## src/design/aphp_pkg.sv

```systemverilog
// Shared constants for the converter parallel host port
package aphp_pkg;
  localparam int APHP_DW = 13;
  localparam int APHP_NARROW = 8;
  // Configuration word fields
  localparam int APHP_CH_LSB = 0;
  localparam int APHP_CH_MSB = 3;
  localparam int APHP_SYNC_DIR_BIT = 8;
  localparam int APHP_BW_BIT = 12;
  localparam logic [12:0] APHP_CFG_RST = 13'h0000;
  // Converter timing in clk_sys cycles
  localparam logic [7:0] APHP_CONV_CYCLES = 8'h28;
  localparam logic [7:0] APHP_WAKE_CYCLES = 8'h10;
  // Strobe pulse widths used by the host end
  localparam logic [3:0] APHP_STROBE_CYCLES = 4'h4;
  // Host register byte addresses
  localparam logic [4:0] APHP_A_CTRL = 5'h00;
  localparam logic [4:0] APHP_A_WDATA = 5'h04;
  localparam logic [4:0] APHP_A_RDATA = 5'h08;
  localparam logic [4:0] APHP_A_STATUS = 5'h0c;
  localparam logic [4:0] APHP_A_IRQ = 5'h10;
endpackage

```

## src/design/aphp_if.sv

```systemverilog
// Pin-level carrier between the converter port and its host
`timescale 1ns/1ps
`default_nettype none
interface aphp_if;
  logic cs_n;
  logic wr_n;
  logic rd_n;
  logic [12:0] data_h2d;
  logic [12:0] data_d2h;
  logic [12:0] data_oe;
  logic sync_d2h;
  logic sync_h2d;
  logic sync_oe;
  logic ready_n;
  logic standby_indicator_n;
  logic write_edge_select;
  modport dev (
    input cs_n, wr_n, rd_n, data_h2d, sync_h2d, write_edge_select,
    output data_d2h, data_oe, sync_d2h, sync_oe, ready_n, standby_indicator_n
  );
  modport host (
    output cs_n, wr_n, rd_n, data_h2d, sync_h2d, write_edge_select,
    input data_d2h, data_oe, sync_d2h, sync_oe, ready_n, standby_indicator_n
  );
endinterface
`default_nettype wire

```

## src/design/aphp_device.sv

```systemverilog
// Converter end of the parallel host port
// Rules the document sets for this port
// RULE_01 - Strap at reset picks write latch edge
// RULE_02 - Host keeps write edge strap constant
// RULE_03 - Config bit 8 sets sync direction
// RULE_04 - Sync input rising edge starts conversion
// RULE_05 - Sync output high during each conversion
// RULE_06 - Config bit 12 selects 8/13 bus
// RULE_07 - Msb on line 12, lsb line 0
// RULE_08 - Host supplies 0.05 to 12 MHz clock; the port carries no clock line, both ends run on clk_sys
// RULE_09 - Data captured only while select and write
// RULE_10 - Bus driven only during select and read; drive follows the synchronised strobes, two clk_sys cycles late
// RULE_11 - Active low ready marks function start/end
// RULE_12 - Standby indicator low only in standby
// RULE_13 - Config bits 3..0 choose mux channels
// RULE_14 - Configuration written by select-write cycle
//
// Decided for this implementation: the Avalon-MM interface to the registers and the address map.
`timescale 1ns/1ps
`default_nettype none
module aphp_device
  import aphp_pkg::*;
(
  input wire logic clk_sys,
  input wire logic rst_n,
  aphp_if.dev port,
  input wire logic [12:0] conv_result,
  input wire logic standby_req,
  output logic [3:0] selector_chan,
  output logic [12:0] conv_data_out,
  output logic converting
);
  typedef enum logic [1:0] {
    APHP_S_IDLE = 2'b00,
    APHP_S_CONV = 2'b01,
    APHP_S_SLEEP = 2'b10,
    APHP_S_WAKE = 2'b11
  } aphp_state_t;

  // ----------------------------------------
  // Pin synchronisers
  // ----------------------------------------
  // Strobes come from another chip, so two flops before use
  logic [4:0] meta_reg;
  logic [4:0] sync_reg;
  logic [4:0] prev_reg;
  logic [12:0] dmeta_reg;
  logic [12:0] dsync_reg;
  always_ff @(posedge clk_sys)
  begin
    if (!rst_n)
    begin
      meta_reg <= 5'h07;
      sync_reg <= 5'h07;
      prev_reg <= 5'h07;
      dmeta_reg <= 13'h0000;
      dsync_reg <= 13'h0000;
    end
    else
    begin
      meta_reg <= {port.write_edge_select, port.sync_h2d, port.rd_n, port.wr_n, port.cs_n};
      sync_reg <= meta_reg;
      prev_reg <= sync_reg;
      dmeta_reg <= port.data_h2d;
      dsync_reg <= dmeta_reg;
    end
  end
  wire logic cs_s = sync_reg[0];
  wire logic wr_s = sync_reg[1];
  wire logic rd_s = sync_reg[2];
  wire logic syn_s = sync_reg[3];
  wire logic wes_s = sync_reg[4];

  // ----------------------------------------
  // Strap capture and configuration
  // ----------------------------------------
  logic strap_done_reg, strap_done_next;
  logic edge_fall_reg, edge_fall_next;
  logic [12:0] cfg_reg, cfg_next;
  logic [2:0] stg_reg, stg_next;
  logic wr_edge;
  always_comb
  begin
    stg_next = (stg_reg == 3'h3) ? stg_reg : stg_reg + 3'h1;
    strap_done_next = strap_done_reg;
    edge_fall_next = edge_fall_reg;
    // Wait until the strap has passed the synchroniser
    if (!strap_done_reg && stg_reg == 3'h3)
    begin
      strap_done_next = 1'b1;
      edge_fall_next = wes_s; // RULE_01
    end
    // Latch edge chosen once; later strap moves are ignored
    if (edge_fall_reg)
      wr_edge = prev_reg[1] && !wr_s && !cs_s; // RULE_01 RULE_09
    else
      wr_edge = !prev_reg[1] && wr_s && !prev_reg[0]; // RULE_01 RULE_09
    cfg_next = cfg_reg;
    if (strap_done_reg && wr_edge)
      cfg_next = dsync_reg; // RULE_14
  end
  always_ff @(posedge clk_sys)
  begin
    if (!rst_n)
    begin
      stg_reg <= 3'h0;
      strap_done_reg <= 1'b0;
      edge_fall_reg <= 1'b0;
      cfg_reg <= APHP_CFG_RST;
    end
    else
    begin
      stg_reg <= stg_next;
      strap_done_reg <= strap_done_next;
      edge_fall_reg <= edge_fall_next;
      cfg_reg <= cfg_next;
    end
  end
  wire logic sync_is_in = cfg_reg[APHP_SYNC_DIR_BIT]; // RULE_03
  wire logic wide_bus = cfg_reg[APHP_BW_BIT];

  // ----------------------------------------
  // Conversion and standby sequencer
  // ----------------------------------------
  aphp_state_t st_reg, st_next;
  logic [7:0] cnt_reg, cnt_next;
  logic [12:0] res_reg, res_next;
  logic rdy_n_reg, rdy_n_next;
  logic start;
  always_comb
  begin
    st_next = st_reg;
    cnt_next = cnt_reg;
    res_next = res_reg;
    rdy_n_next = rdy_n_reg;
    // Sync input starts a conversion; as output, a config write does
    start = sync_is_in ? (syn_s && !prev_reg[3]) : (strap_done_reg && wr_edge); // RULE_04
    case (st_reg)
      APHP_S_IDLE:
      begin
        if (standby_req)
          st_next = APHP_S_SLEEP;
        else if (start)
        begin
          st_next = APHP_S_CONV; // RULE_04
          cnt_next = APHP_CONV_CYCLES;
          rdy_n_next = 1'b1; // RULE_11
        end
      end
      APHP_S_CONV:
      begin
        cnt_next = cnt_reg - 8'h01;
        if (cnt_reg == 8'h01)
        begin
          st_next = APHP_S_IDLE;
          res_next = conv_result;
          rdy_n_next = 1'b0; // RULE_11
        end
      end
      APHP_S_SLEEP:
      begin
        if (!standby_req)
        begin
          st_next = APHP_S_WAKE;
          cnt_next = APHP_WAKE_CYCLES;
        end
      end
      default:
      begin
        cnt_next = cnt_reg - 8'h01;
        if (cnt_reg == 8'h01)
          st_next = APHP_S_IDLE;
      end
    endcase
  end
  always_ff @(posedge clk_sys)
  begin
    if (!rst_n)
    begin
      st_reg <= APHP_S_IDLE;
      cnt_reg <= 8'h00;
      res_reg <= 13'h0000;
      rdy_n_reg <= 1'b0;
    end
    else
    begin
      st_reg <= st_next;
      cnt_reg <= cnt_next;
      res_reg <= res_next;
      rdy_n_reg <= rdy_n_next;
    end
  end

  // ----------------------------------------
  // Pin drive
  // ----------------------------------------
  logic rd_act;
  assign rd_act = !cs_s && !rd_s; // RULE_10
  assign port.data_d2h = res_reg; // RULE_07
  // Upper lines stay released in narrow mode
  assign port.data_oe = {{5{rd_act && wide_bus}}, {8{rd_act}}}; // RULE_06 RULE_10
  assign port.sync_oe = !sync_is_in; // RULE_03
  assign port.sync_d2h = (st_reg == APHP_S_CONV); // RULE_05
  assign port.ready_n = rdy_n_reg; // RULE_11
  // Wake request lifts the indicator at once
  assign port.standby_indicator_n = !(st_reg == APHP_S_SLEEP && standby_req); // RULE_12
  assign selector_chan = cfg_reg[APHP_CH_MSB:APHP_CH_LSB]; // RULE_13
  assign conv_data_out = res_reg;
  assign converting = (st_reg == APHP_S_CONV);
endmodule
`default_nettype wire

```

## src/flat_wrapper.sv

```systemverilog
// flat-port wrapper written by rule: the top's interface ports become plain ports
module aphp_device_flat import aphp_pkg::*;
  (clk_sys, rst_n, conv_result, standby_req, selector_chan, conv_data_out, converting, port_cs_n, port_wr_n, port_rd_n, port_data_h2d, port_sync_h2d, port_write_edge_select, port_data_d2h, port_data_oe, port_sync_d2h, port_sync_oe, port_ready_n, port_standby_indicator_n);
  aphp_if port_i ();
  input wire logic clk_sys;
  input wire logic rst_n;
  input wire logic [12:0] conv_result;
  input wire logic standby_req;
  output logic [3:0] selector_chan;
  output logic [12:0] conv_data_out;
  output logic converting;
  input wire logic [$bits(port_i.cs_n)-1:0] port_cs_n;
  input wire logic [$bits(port_i.wr_n)-1:0] port_wr_n;
  input wire logic [$bits(port_i.rd_n)-1:0] port_rd_n;
  input wire logic [$bits(port_i.data_h2d)-1:0] port_data_h2d;
  input wire logic [$bits(port_i.sync_h2d)-1:0] port_sync_h2d;
  input wire logic [$bits(port_i.write_edge_select)-1:0] port_write_edge_select;
  output wire logic [$bits(port_i.data_d2h)-1:0] port_data_d2h;
  output wire logic [$bits(port_i.data_oe)-1:0] port_data_oe;
  output wire logic [$bits(port_i.sync_d2h)-1:0] port_sync_d2h;
  output wire logic [$bits(port_i.sync_oe)-1:0] port_sync_oe;
  output wire logic [$bits(port_i.ready_n)-1:0] port_ready_n;
  output wire logic [$bits(port_i.standby_indicator_n)-1:0] port_standby_indicator_n;
  assign port_i.cs_n = port_cs_n;
  assign port_i.wr_n = port_wr_n;
  assign port_i.rd_n = port_rd_n;
  assign port_i.data_h2d = port_data_h2d;
  assign port_i.sync_h2d = port_sync_h2d;
  assign port_i.write_edge_select = port_write_edge_select;
  assign port_data_d2h = port_i.data_d2h;
  assign port_data_oe = port_i.data_oe;
  assign port_sync_d2h = port_i.sync_d2h;
  assign port_sync_oe = port_i.sync_oe;
  assign port_ready_n = port_i.ready_n;
  assign port_standby_indicator_n = port_i.standby_indicator_n;
  aphp_device u_core (.clk_sys(clk_sys), .rst_n(rst_n), .port(port_i), .conv_result(conv_result), .standby_req(standby_req), .selector_chan(selector_chan), .conv_data_out(conv_data_out), .converting(converting));
endmodule
```

## config.mk

```make
export PLATFORM = sky130hd
export DESIGN_NAME = aphp_device_flat
export DESIGN_NICKNAME = d
export VERILOG_FILES = /design/src/design/aphp_pkg.sv /design/src/design/aphp_if.sv /design/src/design/aphp_device.sv /design/src/flat_wrapper.sv
export SDC_FILE = /design/constraint.sdc
export NUM_CORES = 1
export LEC_CHECK = 0
export BUFFER_PORTS_ARGS = -buffer_cell sky130_fd_sc_hd__buf_2
export CORE_MARGIN = 3
export CORE_UTILIZATION = 35
export DETAILED_ROUTE_END_ITERATION = 8
export HOLD_SLACK_MARGIN = 0.06
export SYNTH_ARGS = -nofsm -noshare
export SYNTH_HDL_FRONTEND = slang
export SYNTH_SLANG_ARGS = --single-unit
```

## constraint.sdc

```tcl
create_clock -name clk_sys -period 1.4 [get_ports clk_sys]
set_input_delay 0.28 -clock clk_sys [delete_from_list [all_inputs] [get_ports clk_sys]]
set_output_delay 0.28 -clock clk_sys [all_outputs]
set_load 0.01 [all_outputs]
```

; Word level (Yosys, flattened, before mapping)
; Cells that the tools add are included.
[totals]
ff_bits = 82
input_bits = 34
output_inout_bits = 48
wordCells = 65
[op_classes]
n_addsub = 2
n_eq_ne = 9
mux = 15
n_reduce_logical = 26
[ops]
columns = cell, count
row1 = 8-bit two-way mux, 3
row2 = 8-bit one-hot mux with 2 select lines, 1
row3 = 1-bit logical AND, 10
row4 = 1-bit zero test, 9
row5 = "8-bit by 1-bit == test with 1-bit output, second input constant", 1
row6 = 2-bit two-way mux, 4
row7 = "8-bit by 1-bit subtractor with 8-bit output, second input constant", 1
row8 = 3-bit AND reduction, 2
row9 = 1-bit two-way mux, 5
row10 = "2-bit by 1-bit inequality test with 1-bit output, second input constant", 2
row11 = "2-bit inequality test, second input constant", 2
row12 = 2-bit one-hot mux with 2 select lines, 1
row13 = 4-bit AND reduction, 1
row14 = "3-bit by 1-bit adder with 3-bit output, second input constant", 1
row15 = "3-bit by 2-bit == test with 1-bit output, second input constant", 1
row16 = "3-bit by 2-bit inequality test with 1-bit output, second input constant", 1
row17 = 3-bit nonzero test, 1
row18 = "2-bit by 1-bit == test with 1-bit output, second input constant", 1
row19 = "2-bit == test, second input constant", 1
row20 = 2-bit zero test, 1
row21 = 1-bit one-hot mux with 2 select lines, 1
row22 = 2-bit AND reduction, 1
row23 = 2-bit nonzero test, 1

; Longest topological paths before layout
; Gate-level depths: netlist of run 1.
[depth]
ltp_word = 9
depth_mapped = 7
mapped_depth_nobuf = 6

; Least setup slack after synthesis of run 1
; No wires, ideal clock.
[synth_path]
path_type = flip-flop to flip-flop
startpoint = reg u_core.edge_fall_reg
endpoint = reg u_core.cnt_reg[4]
setup_ns = 0.104
t_arrival_ns = 1.392
required_time_ns = 1.296
slack_ns = -0.096
path_stages_with_launch = 6
n_path_buf = 0
period_less_slack_ns = 1.496
path_cell_list = dfxtp_1 nor4b_4 o211ai_4 a21oi_4 a211oi_1 a2111oi_2
[synth_via]
elab_chain_cells = 5
[synth_rtl]
columns = item, line
row1 = from (decl), aphp_device.sv:78  ; logic edge_fall_reg, edge_fall_next;
row2 = from (signal assigned), aphp_device.sv:115  ; edge_fall_reg <= edge_fall_next;
row3 = 1-bit two-way mux, aphp_device.sv:94  ; if (edge_fall_reg)
row4 = 1-bit logical AND, aphp_device.sv:137  ; start = sync_is_in ? (syn_s && !prev_reg[3]) : (strap_done_reg && wr_edge);
row5 = 1-bit two-way mux, aphp_device.sv:137
row6 = 2-bit by 1-bit inequality test with 1-bit output (no line), -
row7 = 3-bit AND reduction (no line), -
row8 = to (signal assigned), aphp_device.sv:188  ; cnt_reg <= cnt_next;
row9 = to (decl), aphp_device.sv:126  ; logic [7:0] cnt_reg, cnt_next;
; No other way between the ends.
; A chain may end at the register's enable or synchronous reset.

; Final worst setup path of run 1
[layout_path]
startpoint = reg u_core.prev_reg[1]
endpoint = reg u_core.cnt_reg[5]
[layout_via]
elab_chain_cells = 8
word_cells_on_any_way = 10
cone_classes = eq/ne: 1 / mux: 2 / reduce/logical: 7
[layout_rtl]
columns = item, line
row1 = from (decl), aphp_device.sv:46  ; logic [4:0] prev_reg;
row2 = from (signal assigned), aphp_device.sv:63  ; prev_reg <= sync_reg;
row3 = 1-bit zero test, aphp_device.sv:97  ; wr_edge = !prev_reg[1] && wr_s && !prev_reg[0];
row4 = 1-bit logical AND (2 in a row), aphp_device.sv:97
row5 = 1-bit two-way mux *, aphp_device.sv:94
row6 = 1-bit logical AND *, aphp_device.sv:137
row7 = 1-bit two-way mux *, aphp_device.sv:137
row8 = 2-bit by 1-bit inequality test with 1-bit output (no line) *, -
row9 = 3-bit AND reduction (no line) *, -
; Every way passes the cells marked *; elsewhere a longest branch is shown, timed or not.

==> run metrics, run 1 <==
post-synth cell types 40; Max stage delay cell, worst path nor4b_4; f_max 0.652 GHz; routed via count 1,967; Avg Inst Size Synth 9.69 um^2; CP cell instances nor4b_4 -> o211ai_4 -> a21oi_4 -> buf_6 -> mux2i_1 -> a31oi_1; num ports 82; switching portion of total power 25.2%; LEAKAGE 1.54 nW; number of synthesized flops with an enable pin 0; largest net degree at the start of global routing 56; Combinational Power Share 12.6%; first-pass GRT wire length 8460 um; gp weighted congestion 0.856; antenna-violating nets left 0; worst slew pin tran 0.460 ns; Rows 30; Synth warnings 0; Final period util 109%; DP Wirelength 3510 um; kind of cell adding the most delay to the critical path compound AO/OA/AOI/OAI gates; Worst Hold Launch port_rd_n; Largest register FFs 13; ant diodes 0; placed cell area 0.00296 mm^2; core area 0.00687 mm^2; Synth Net Count 296; Yosys top cell area share 48.0%; Worst R2R Start u_core.prev_reg[1]; Die Y 90.5 um; Via density 4.52; Clock power frac 39.9%; root buffer cell clkbuf_8; critical path peak fanout 3; status complete, but fails checks; top post-synthesis cells by count 60 x dfxtp_1, 32 x buf_4, 21 x nand2_1, 21 x nor2_1, 18 x and2_1; Worst Clk Skew 0.00592 ns; gr usage total 12.8%; mapped cell area 0.00250 mm^2; Overflow after GRT 0; Reg2Reg Setup Slack -0.13 ns; hold_ws 0.130 ns; Critical Path Source Type register; Synth Register Bits 60; total chip power 3.88 mW; antenna violations before repair 0; Synth area leader dfxtp_1; Place WS -0.139 ns; switching power 0.977 mW; RSZ-0062 raised after global routing yes; sequential share of power 47.5%; Worst EP arrival 1.74 ns; Clock Sinks 60; drt wl/cell 12.1 um; Worst Setup End Kind register; share of flip-flops with an asynchronous set or reset 0%; Post-Synthesis Cells 258; Die Span X 90.5 um; CTS HTree Levels 3; Power Dens Cells 1110 mW/mm^2; Synth area leaders dfxtp_1 48%, buf_4 9.6%, and2_1 4.5%, mux2i_1 3.6%, nand3_1 3.4%; Hold Vio Cnt, Final 0; top_reg_cell synth dfxtp_1; Clock Latency Late Sink 0.33 ns; Crit Path Category register to register; Max stage delay on crit path 0.34 ns; number of endpoints failing setup at the final stage 35; Hold EP u_core.meta_reg[2]; CTS clk-pin slew, worst paths 0.07 ns; Buffers & Inverters on Critical Path 1; relative slew slack 69.0%; # Max-Cap Violations 0; residual DRC count 0; die area 0.00820 mm^2; top-count cell post-synth dfxtp_1; fin area 0.00348 mm^2; deepest clock path buffer count 2; initial DRC count 65; layout cells sized above 1 49.6%; TritonCTS clock tree built; r2r endpoint u_core.cnt_reg[5]; Initial Utilization 36.4%; internal power 2.90 mW; worst setup margin -0.133 ns; min Tclk post-route 1.53 ns; Synth-to-Final Area Change 39.2%; number of detailed-route iterations in the first pass 4; Worst VDD drop 0.000472 V; R2R cell count 6; Seq/Total Area, Yosys 48.0%; Post-layout nets 372; Pins Over Slew Limit 0; buffers added on ports 74; vias in the first global route 1,817; Required @ worst endpoint 1.60 ns; Hold Crit Class primary input to register; cts bufs inserted 9; final wirelength 5240 um; failing checks negative setup slack; fillers 625; WHS Path Cells 2
power by group through the flow:
stage                     registers, mW  logic, mW  clock network, mW
after CTS                          1.84      0.450               1.60
after global routing               1.85      0.538               1.67
after floorplan                    1.87      0.264                  0
after global placement             1.87      0.412                  0
after detailed placement           1.88      0.424                  0
final                              1.84      0.487               1.55
timing repair:
item	in CTS	in global routing
hold buffers	0	0
setup buffers	2	4
pin swaps	9	11
resized for setup	29	26
setup endpoints to repair	36	45
cloned	0	1
metrics by stage:
stage               setup TNS (ns)  utilization [%]  cells
finish                       -2.22             50.7    435
global route                 -5.13             50.7    435
CTS                          -2.50             48.1    430
detailed placement          -0.936             43.1    412
global placement            -0.616             43.1    412
floorplan                   -0.686                -    258
worst max path at each step:
| stage | startpoint | to | cells after the start |
|---|---|---|---|
| 6_report | u_core.prev_reg[1] | u_core.cnt_reg[5] | 6 |
| 5_1_grt | u_core.prev_reg[1] | u_core.cnt_reg[5] | 6 |
| 4_1_cts | u_core.sync_reg[0] | port_data_oe[11] | 5 |
| 3_5_place_dp | u_core.prev_reg[0] | u_core.cnt_reg[5] | 6 |
| 3_3_place_gp | u_core.sync_reg[1] | u_core.cnt_reg[6] | 5 |
| 2_1_floorplan | u_core.sync_reg[0] | u_core.cnt_reg[2] | 5 |
cell type report:
cell class,count,area (um^2),area share [%]
Sequential cell,60,1210,34.9
Multi-Input combinational cell,151,1140,32.6
Timing Repair Buffer,106,783,22.5
Clock buffer,10,138,3.95
Tap cell,96,120,3.45
Clock inverter,6,63.8,1.83
Inverter,6,27.5,0.791
logic make-up after synthesis:
kind of cell / Yosys count / synth area share [%]
xor gates and xnor gates: 1 / 0.350
muxes: 9 / 3.60
AOI/OAI and AO/OA: 35 / 10.4
and+or+nand+nor: 102 / 23.0
adders and majority gates: 4 / 2.00
DFF: 60 / 48.0
buffers and inverters: 47 / 12.7
metal layers:
layer	vias up	wire (um)	track usage [%]
met1	915	2360	16.1
met3	9	362	4.42
met4	0	106	7.27
met2	58	2410	19.1
li1	985	-	-
met5	-	0	0
placed cells by master (no fill, tap or decap), types with 3 or more instances in the layout:
| cell | count |
|---|---|
| nand2_1 | 21 |
| clkbuf_8 | 10 |
| mux2i_1 | 9 |
| nor2_1 | 19 |
| nor3_1 | 3 |
| a21oi_1 | 3 |
| o21ai_1 | 11 |
| buf_6 | 20 |
| nand3_1 | 4 |
| buf_12 | 3 |
| inv_1 | 4 |
| buf_2 | 60 |
| dfxtp_1 | 52 |
| nor2b_1 | 3 |
| nand3_2 | 12 |
| buf_4 | 21 |
| ha_1 | 4 |
| and2_1 | 17 |
| dfxtp_2 | 7 |
| o21ai_2 | 3 |
| nand2b_1 | 9 |
| a31oi_1 | 3 |
No activity file was read; power rests on OpenSTA's default activity.
==> run 2, diff against run 1 <==
--- a/config.mk
+++ b/config.mk
@@ -10,6 +10,7 @@
 export CORE_UTILIZATION = 35
 export DETAILED_ROUTE_END_ITERATION = 8
 export HOLD_SLACK_MARGIN = 0.06
+export PLACE_DENSITY = 0.57
 export SYNTH_ARGS = -nofsm -noshare
 export SYNTH_HDL_FRONTEND = slang
 export SYNTH_SLANG_ARGS = --single-unit
==> run metrics, run 2 (synthesis gave the netlist of run 1 again) <==
relative slew slack 68.5% (-0.57 points); layout cells sized above 1 46.9% (-2.7 points); final wirelength 5050 um (-3.8%); largest net degree at the start of global routing 25 (-55%); placed cell count 412 (unchanged); Overflow after GRT 0 (unchanged); Core Util, Final 49.8% (-0.86 points); Final period util 115% (+5.3 points); CTS HTree Levels 3 (unchanged); Via density 4.52 (about the same); die area 0.00820 mm^2 (unchanged); core area 0.00687 mm^2 (unchanged); status complete, but fails checks; Worst Setup End Kind register; Max stage delay on crit path 0.34 ns (about the same); Crit Path Category register to register; CTS Hold Buffers Added 0 (unchanged); Hold Vio Cnt, Final 0 (unchanged); routed via count 1,948 (-0.97%); hold_ws 0.119 ns (-0.0111 ns); number of endpoints failing setup at the final stage 24 (-31%); Rows 30 (unchanged); failing checks negative setup slack; antenna violations before repair 0 (unchanged); drt wl/cell 11.7 um (-2.9%); vias in the first global route 1,801 (-0.88%); critical path peak fanout 5 (+2); fillers 606 (-3.0%); ant diodes 0 (unchanged); residual DRC count 0 (unchanged); antenna-violating nets left 0 (unchanged); # Max-Cap Violations 0 (unchanged); buffers added on ports 74 (unchanged); Clock Sinks 60 (unchanged); Post-Layout Cell Count 431 (-0.92%); placed cell area 0.00296 mm^2 (unchanged); fin area 0.00342 mm^2 (-1.7%); gp weighted congestion 0.823 (-3.9%); root buffer cell clkbuf_8; Worst EP arrival 1.85 ns (+0.11 ns); Worst Clk Skew 0.00590 ns (-0.0000297 ns); Die Span X 90.5 um (unchanged); Critical Path Source Type register; total chip power 4.26 mW (+10%); commonest cells after routing, fill and taps aside 62 x buf_2, 52 x dfxtp_1, 21 x buf_4; initial DRC count 106 (+63%); Synth-to-Final Area Change 36.9%; RSZ-0062 raised after global routing yes; deepest clock path buffer count 2 (unchanged); Required @ worst endpoint 1.65 ns (+0.05 ns); cts bufs inserted 9 (unchanged); most common cell after layout, fill and taps aside buf_2; met1 Use GR 15.9% (-0.26 points); met2 Use GR 18.5% (-0.62 points); LEAKAGE 1.53 nW (-0.95%); first-pass GRT wire length 8300 um (-1.9%); TritonCTS clock tree built; Clock Latency Late Sink 0.34 ns (about the same); number of detailed-route iterations in the first pass 5 (+1); Worst VDD drop 0.000395 V (-16%); f_max 0.622 GHz (-4.6%); Initial Utilization 36.4% (unchanged); met3 usage 4.58% (+0.17 points); Fin Setup TNS -1.60 ns (+0.620 ns); Pins Over Slew Limit 0 (unchanged); Largest register FFs 13 (unchanged); gr usage total 12.6% (-0.19 points); multi-input logic area 0.00109 mm^2 (-3.7%); worst setup margin -0.207 ns (-0.0740 ns); Reg area 0.00121 mm^2 (unchanged); CP cell instances and4bb_2 -> o211ai_4 -> a21oi_4 -> or2_4 -> a311oi_2; min Tclk post-route 1.61 ns (+0.0740 ns); worst slew pin tran 0.469 ns (+0.00853 ns); Die Y 90.5 um (unchanged); Max stage delay cell, worst path dfxtp_2; Place WS -0.160 ns (-0.0204 ns); Reg2Reg Setup Slack -0.21 ns (-0.07 ns); DP Wirelength 3400 um (-3.2%); Power Dens Cells 1250 mW/mm^2 (+12%); num ports 82 (unchanged); Hold Crit Class primary input to register; Post-layout nets 368 (-1.1%); Most Used Layer, Global Route met2; CTS clk-pin slew, worst paths 0.07 ns (about the same)
run 2: where the power goes:
| part | switching (mW) | leakage [nW] | internal (mW) |
|---|---|---|---|
| clock | 0.690 | 0.130 | 1.29 |
| combinational | 0.221 | 0.908 | 0.220 |
| sequential | 0.0584 | 0.491 | 1.79 |
run 2: final timing paths:
| check | from | end | depth (start not counted) |
|---|---|---|---|
| hold reg to reg | u_core.meta_reg[0] | u_core.sync_reg[0] | 1 |
| hold / removal | port_wr_n | u_core.meta_reg[1] | 2 |
| setup / recovery | u_core.sync_reg[0] | u_core.cnt_reg[6] | 5 |
| setup reg to reg | u_core.sync_reg[0] | u_core.cnt_reg[6] | 5 |
run 2: layer usage:
layer	vias up	share of wire (%)
li1	982	-
met1	888	46
met2	67	45
met3	11	7.1
met4	0	2.3
met5	-	0
run 2: cell type report:
| class | instances | share of cell area, % |
|---|---|---|
| multi-input combinational | 151 | 31.9 |
| inverter | 6 | 0.731 |
| tap | 96 | 3.51 |
| timing repair buffer | 102 | 20.8 |
| clock inverter | 5 | 3.14 |
| clock buffer | 11 | 4.42 |
| sequential | 60 | 35.5 |
run 2: repair_timing:
item / 4_1_cts / 5_1_grt
gates resized for setup: 26 / 15
setup endpoints to repair: 38 / 45
buffers inserted: 2 / 2
pin swaps: 8 / 7
run 2: critical path, delay by kind of cell (launching register included):
family	cells	cell delay, ns
simple gates	2	0.55
compound gates	3	0.63
flops	1	0.34
==> run 3, diff against run 2 <==
--- a/config.mk
+++ b/config.mk
@@ -6,6 +6,7 @@
 export NUM_CORES = 1
 export LEC_CHECK = 0
 export BUFFER_PORTS_ARGS = -buffer_cell sky130_fd_sc_hd__buf_2
+export CORE_ASPECT_RATIO = 0.9
 export CORE_MARGIN = 3
 export CORE_UTILIZATION = 35
 export DETAILED_ROUTE_END_ITERATION = 8
==> run metrics, run 3 (synthesis gave the netlist of run 1 again) <==
gr usage total 13.8% (+1.1 points); worst slew pin tran 0.434 ns (-0.0351 ns); Critical Path Source Type register; Required @ worst endpoint 1.61 ns (-0.04 ns); Final period util 111% (-3.9 points); num ports 82 (unchanged); first-pass GRT wire length 8730 um (+5.2%); gp weighted congestion 0.837 (+1.8%); antenna violations before repair 0 (unchanged); Clock Latency Late Sink 0.33 ns (about the same); Clock power frac 42.7% (-3.6 points); largest net degree at the start of global routing 56 (+120%); Via density 4.65 (+2.8%); Buffers & Inverters on Critical Path 1 (+1); buffers added on ports 74 (unchanged); Post-layout nets 374 (+1.6%); Crit Path Category register to register; switching portion of total power 25.1% (+2.4 points); status complete, but fails checks; worst setup margin -0.153 ns (+0.0539 ns); Post-Layout Cell Count 431 (unchanged); # Max-Cap Violations 0 (unchanged); CTS HTree Levels 3 (unchanged); antenna-violating nets left 0 (unchanged); relative slew slack 70.9% (+2.4 points); LEAKAGE 1.56 nW (+2.0%); commonest cells after routing, fill and taps aside 59 x buf_2, 52 x dfxtp_1, 23 x buf_6; initial DRC count 52 (-51%); min Tclk post-route 1.55 ns (-0.0539 ns); Overflow after GRT 0 (unchanged); TritonCTS clock tree built; CTS clk-pin slew, worst paths 0.07 ns (about the same); fin area 0.00355 mm^2 (+3.8%); Worst VDD drop 0.000598 V (+51%); final wirelength 5620 um (+11%); Die Y 86.2 um (-4.8%); Pins Over Slew Limit 0 (unchanged); placed cell area 0.00295 mm^2 (-0.25%); Max stage delay cell, worst path a2111oi_4; number of detailed-route iterations in the first pass 4 (-1); Place WS -0.118 ns (+0.0417 ns); die area 0.00820 mm^2 (about the same); root buffer cell clkbuf_8; CP cell instances nor4b_4 -> o211ai_4 -> a2111oi_4 -> buf_4 -> a2111oi_2; DP Wirelength 3550 um (+4.5%); Power Dens Cells 1140 mW/mm^2 (-8.4%); switching power 1.02 mW (+5.0%); ant diodes 0 (unchanged); Worst Setup End Kind register; RSZ-0062 raised after global routing yes; Clock Sinks 60 (unchanged); Synth-to-Final Area Change 42.0%; Worst Hold Launch port_rd_n; Max stage delay on crit path 0.39 ns (+0.05 ns); Core Util, Final 52.5% (+2.7 points); Hold Crit Class primary input to register; layout cells sized above 1 51.0% (+4.2 points); f_max 0.644 GHz (+3.5%); Initial Utilization 37.0% (+0.58 points); most common cell after layout, fill and taps aside buf_2; sequential share of power 45.5% (+2.2 points); Combinational Power Share 11.8% (+1.5 points); core area 0.00676 mm^2 (-1.6%); drt wl/cell 13.0 um (+11%); Hold Vio Cnt, Final 0 (unchanged); kind of cell adding the most delay to the critical path compound AO/OA/AOI/OAI gates; routed via count 2,002 (+2.8%); Worst EP arrival 1.76 ns (-0.09 ns); number of endpoints failing setup at the final stage 36 (+50%); cts bufs inserted 9 (unchanged); vias in the first global route 1,842 (+2.3%); failing checks negative setup slack; residual DRC count 0 (unchanged); Largest register FFs 13 (unchanged); Die Span X 95.1 um (+5.0%); deepest clock path buffer count 2 (unchanged); Worst Clk Skew 0.00789 ns (+0.00200 ns); critical path peak fanout 3 (-2); placed cell count 406 (-1.5%); Worst setup startpoint u_core.edge_fall_reg; Rows 28 (-6.7%); Worst R2R Start u_core.edge_fall_reg; internal power 3.03 mW (-7.9%)
==> run 3: worst paths after layout <==
check | endpoint | cells after the start | slack, ns
worst max register to register | u_core.cnt_reg[4] | 5 | -0.15
worst min register to register | u_core.sync_reg[0] | 1 | 0.41
worst min-delay path | u_core.meta_reg[2] | 2 | 0.12
worst max-delay path | u_core.cnt_reg[4] | 5 | -0.15
==> run 3: what timing repair did <==
item,4_1_cts,5_1_grt
buffers inserted,1,6
resized for setup,20,38
hold buffers,0,0
endpoints found under the setup margin,38,46
pin swaps,10,15
gates cloned,0,2
==> run 3: cell type report <==
type	count	area [um^2]
Clock buffer	9	124
Clock inverter	7	101
Fill cell	627	3210
Inverter	6	22.5
Multi-Input combinational cell	151	1160
Sequential cell	60	1210
Tap cell	90	113
Timing Repair Buffer	108	822
==> run 3: stage by stage <==
| step | hold WS [ns] | setup TNS, ns | power [mW] |
|---|---|---|---|
| 6_report | 0.124 | -2.43 | 4.05 |
| 4_1_cts | 0.109 | -1.30 | 4.07 |
| 3_5_place_dp | 0.392 | -0.986 | 2.30 |
| 2_1_floorplan | 0.381 | -0.686 | 2.14 |
| 3_3_place_gp | 0.392 | -0.676 | 2.29 |
| 5_1_grt | 0.122 | -5.92 | 4.26 |
==> run 3: power groups by stage <==
stage	Combinational (mW)	Sequential (mW)	Clock, mW
2_1_floorplan	0.264	1.87	0
3_3_place_gp	0.413	1.88	0
3_5_place_dp	0.420	1.88	0
4_1_cts	0.431	1.84	1.79
5_1_grt	0.533	1.85	1.88
6_report	0.479	1.84	1.73
==> run 3: routing by layer <==
metal,wire [um],share of wire [%],vias up,track usage (%)
met3,403,7.2,5,6.77
met2,2700,48,56,20.2
met4,63,1.1,0,4.98
li1,-,-,1000,-
met1,2450,44,941,17.5
met5,0,0,-,0
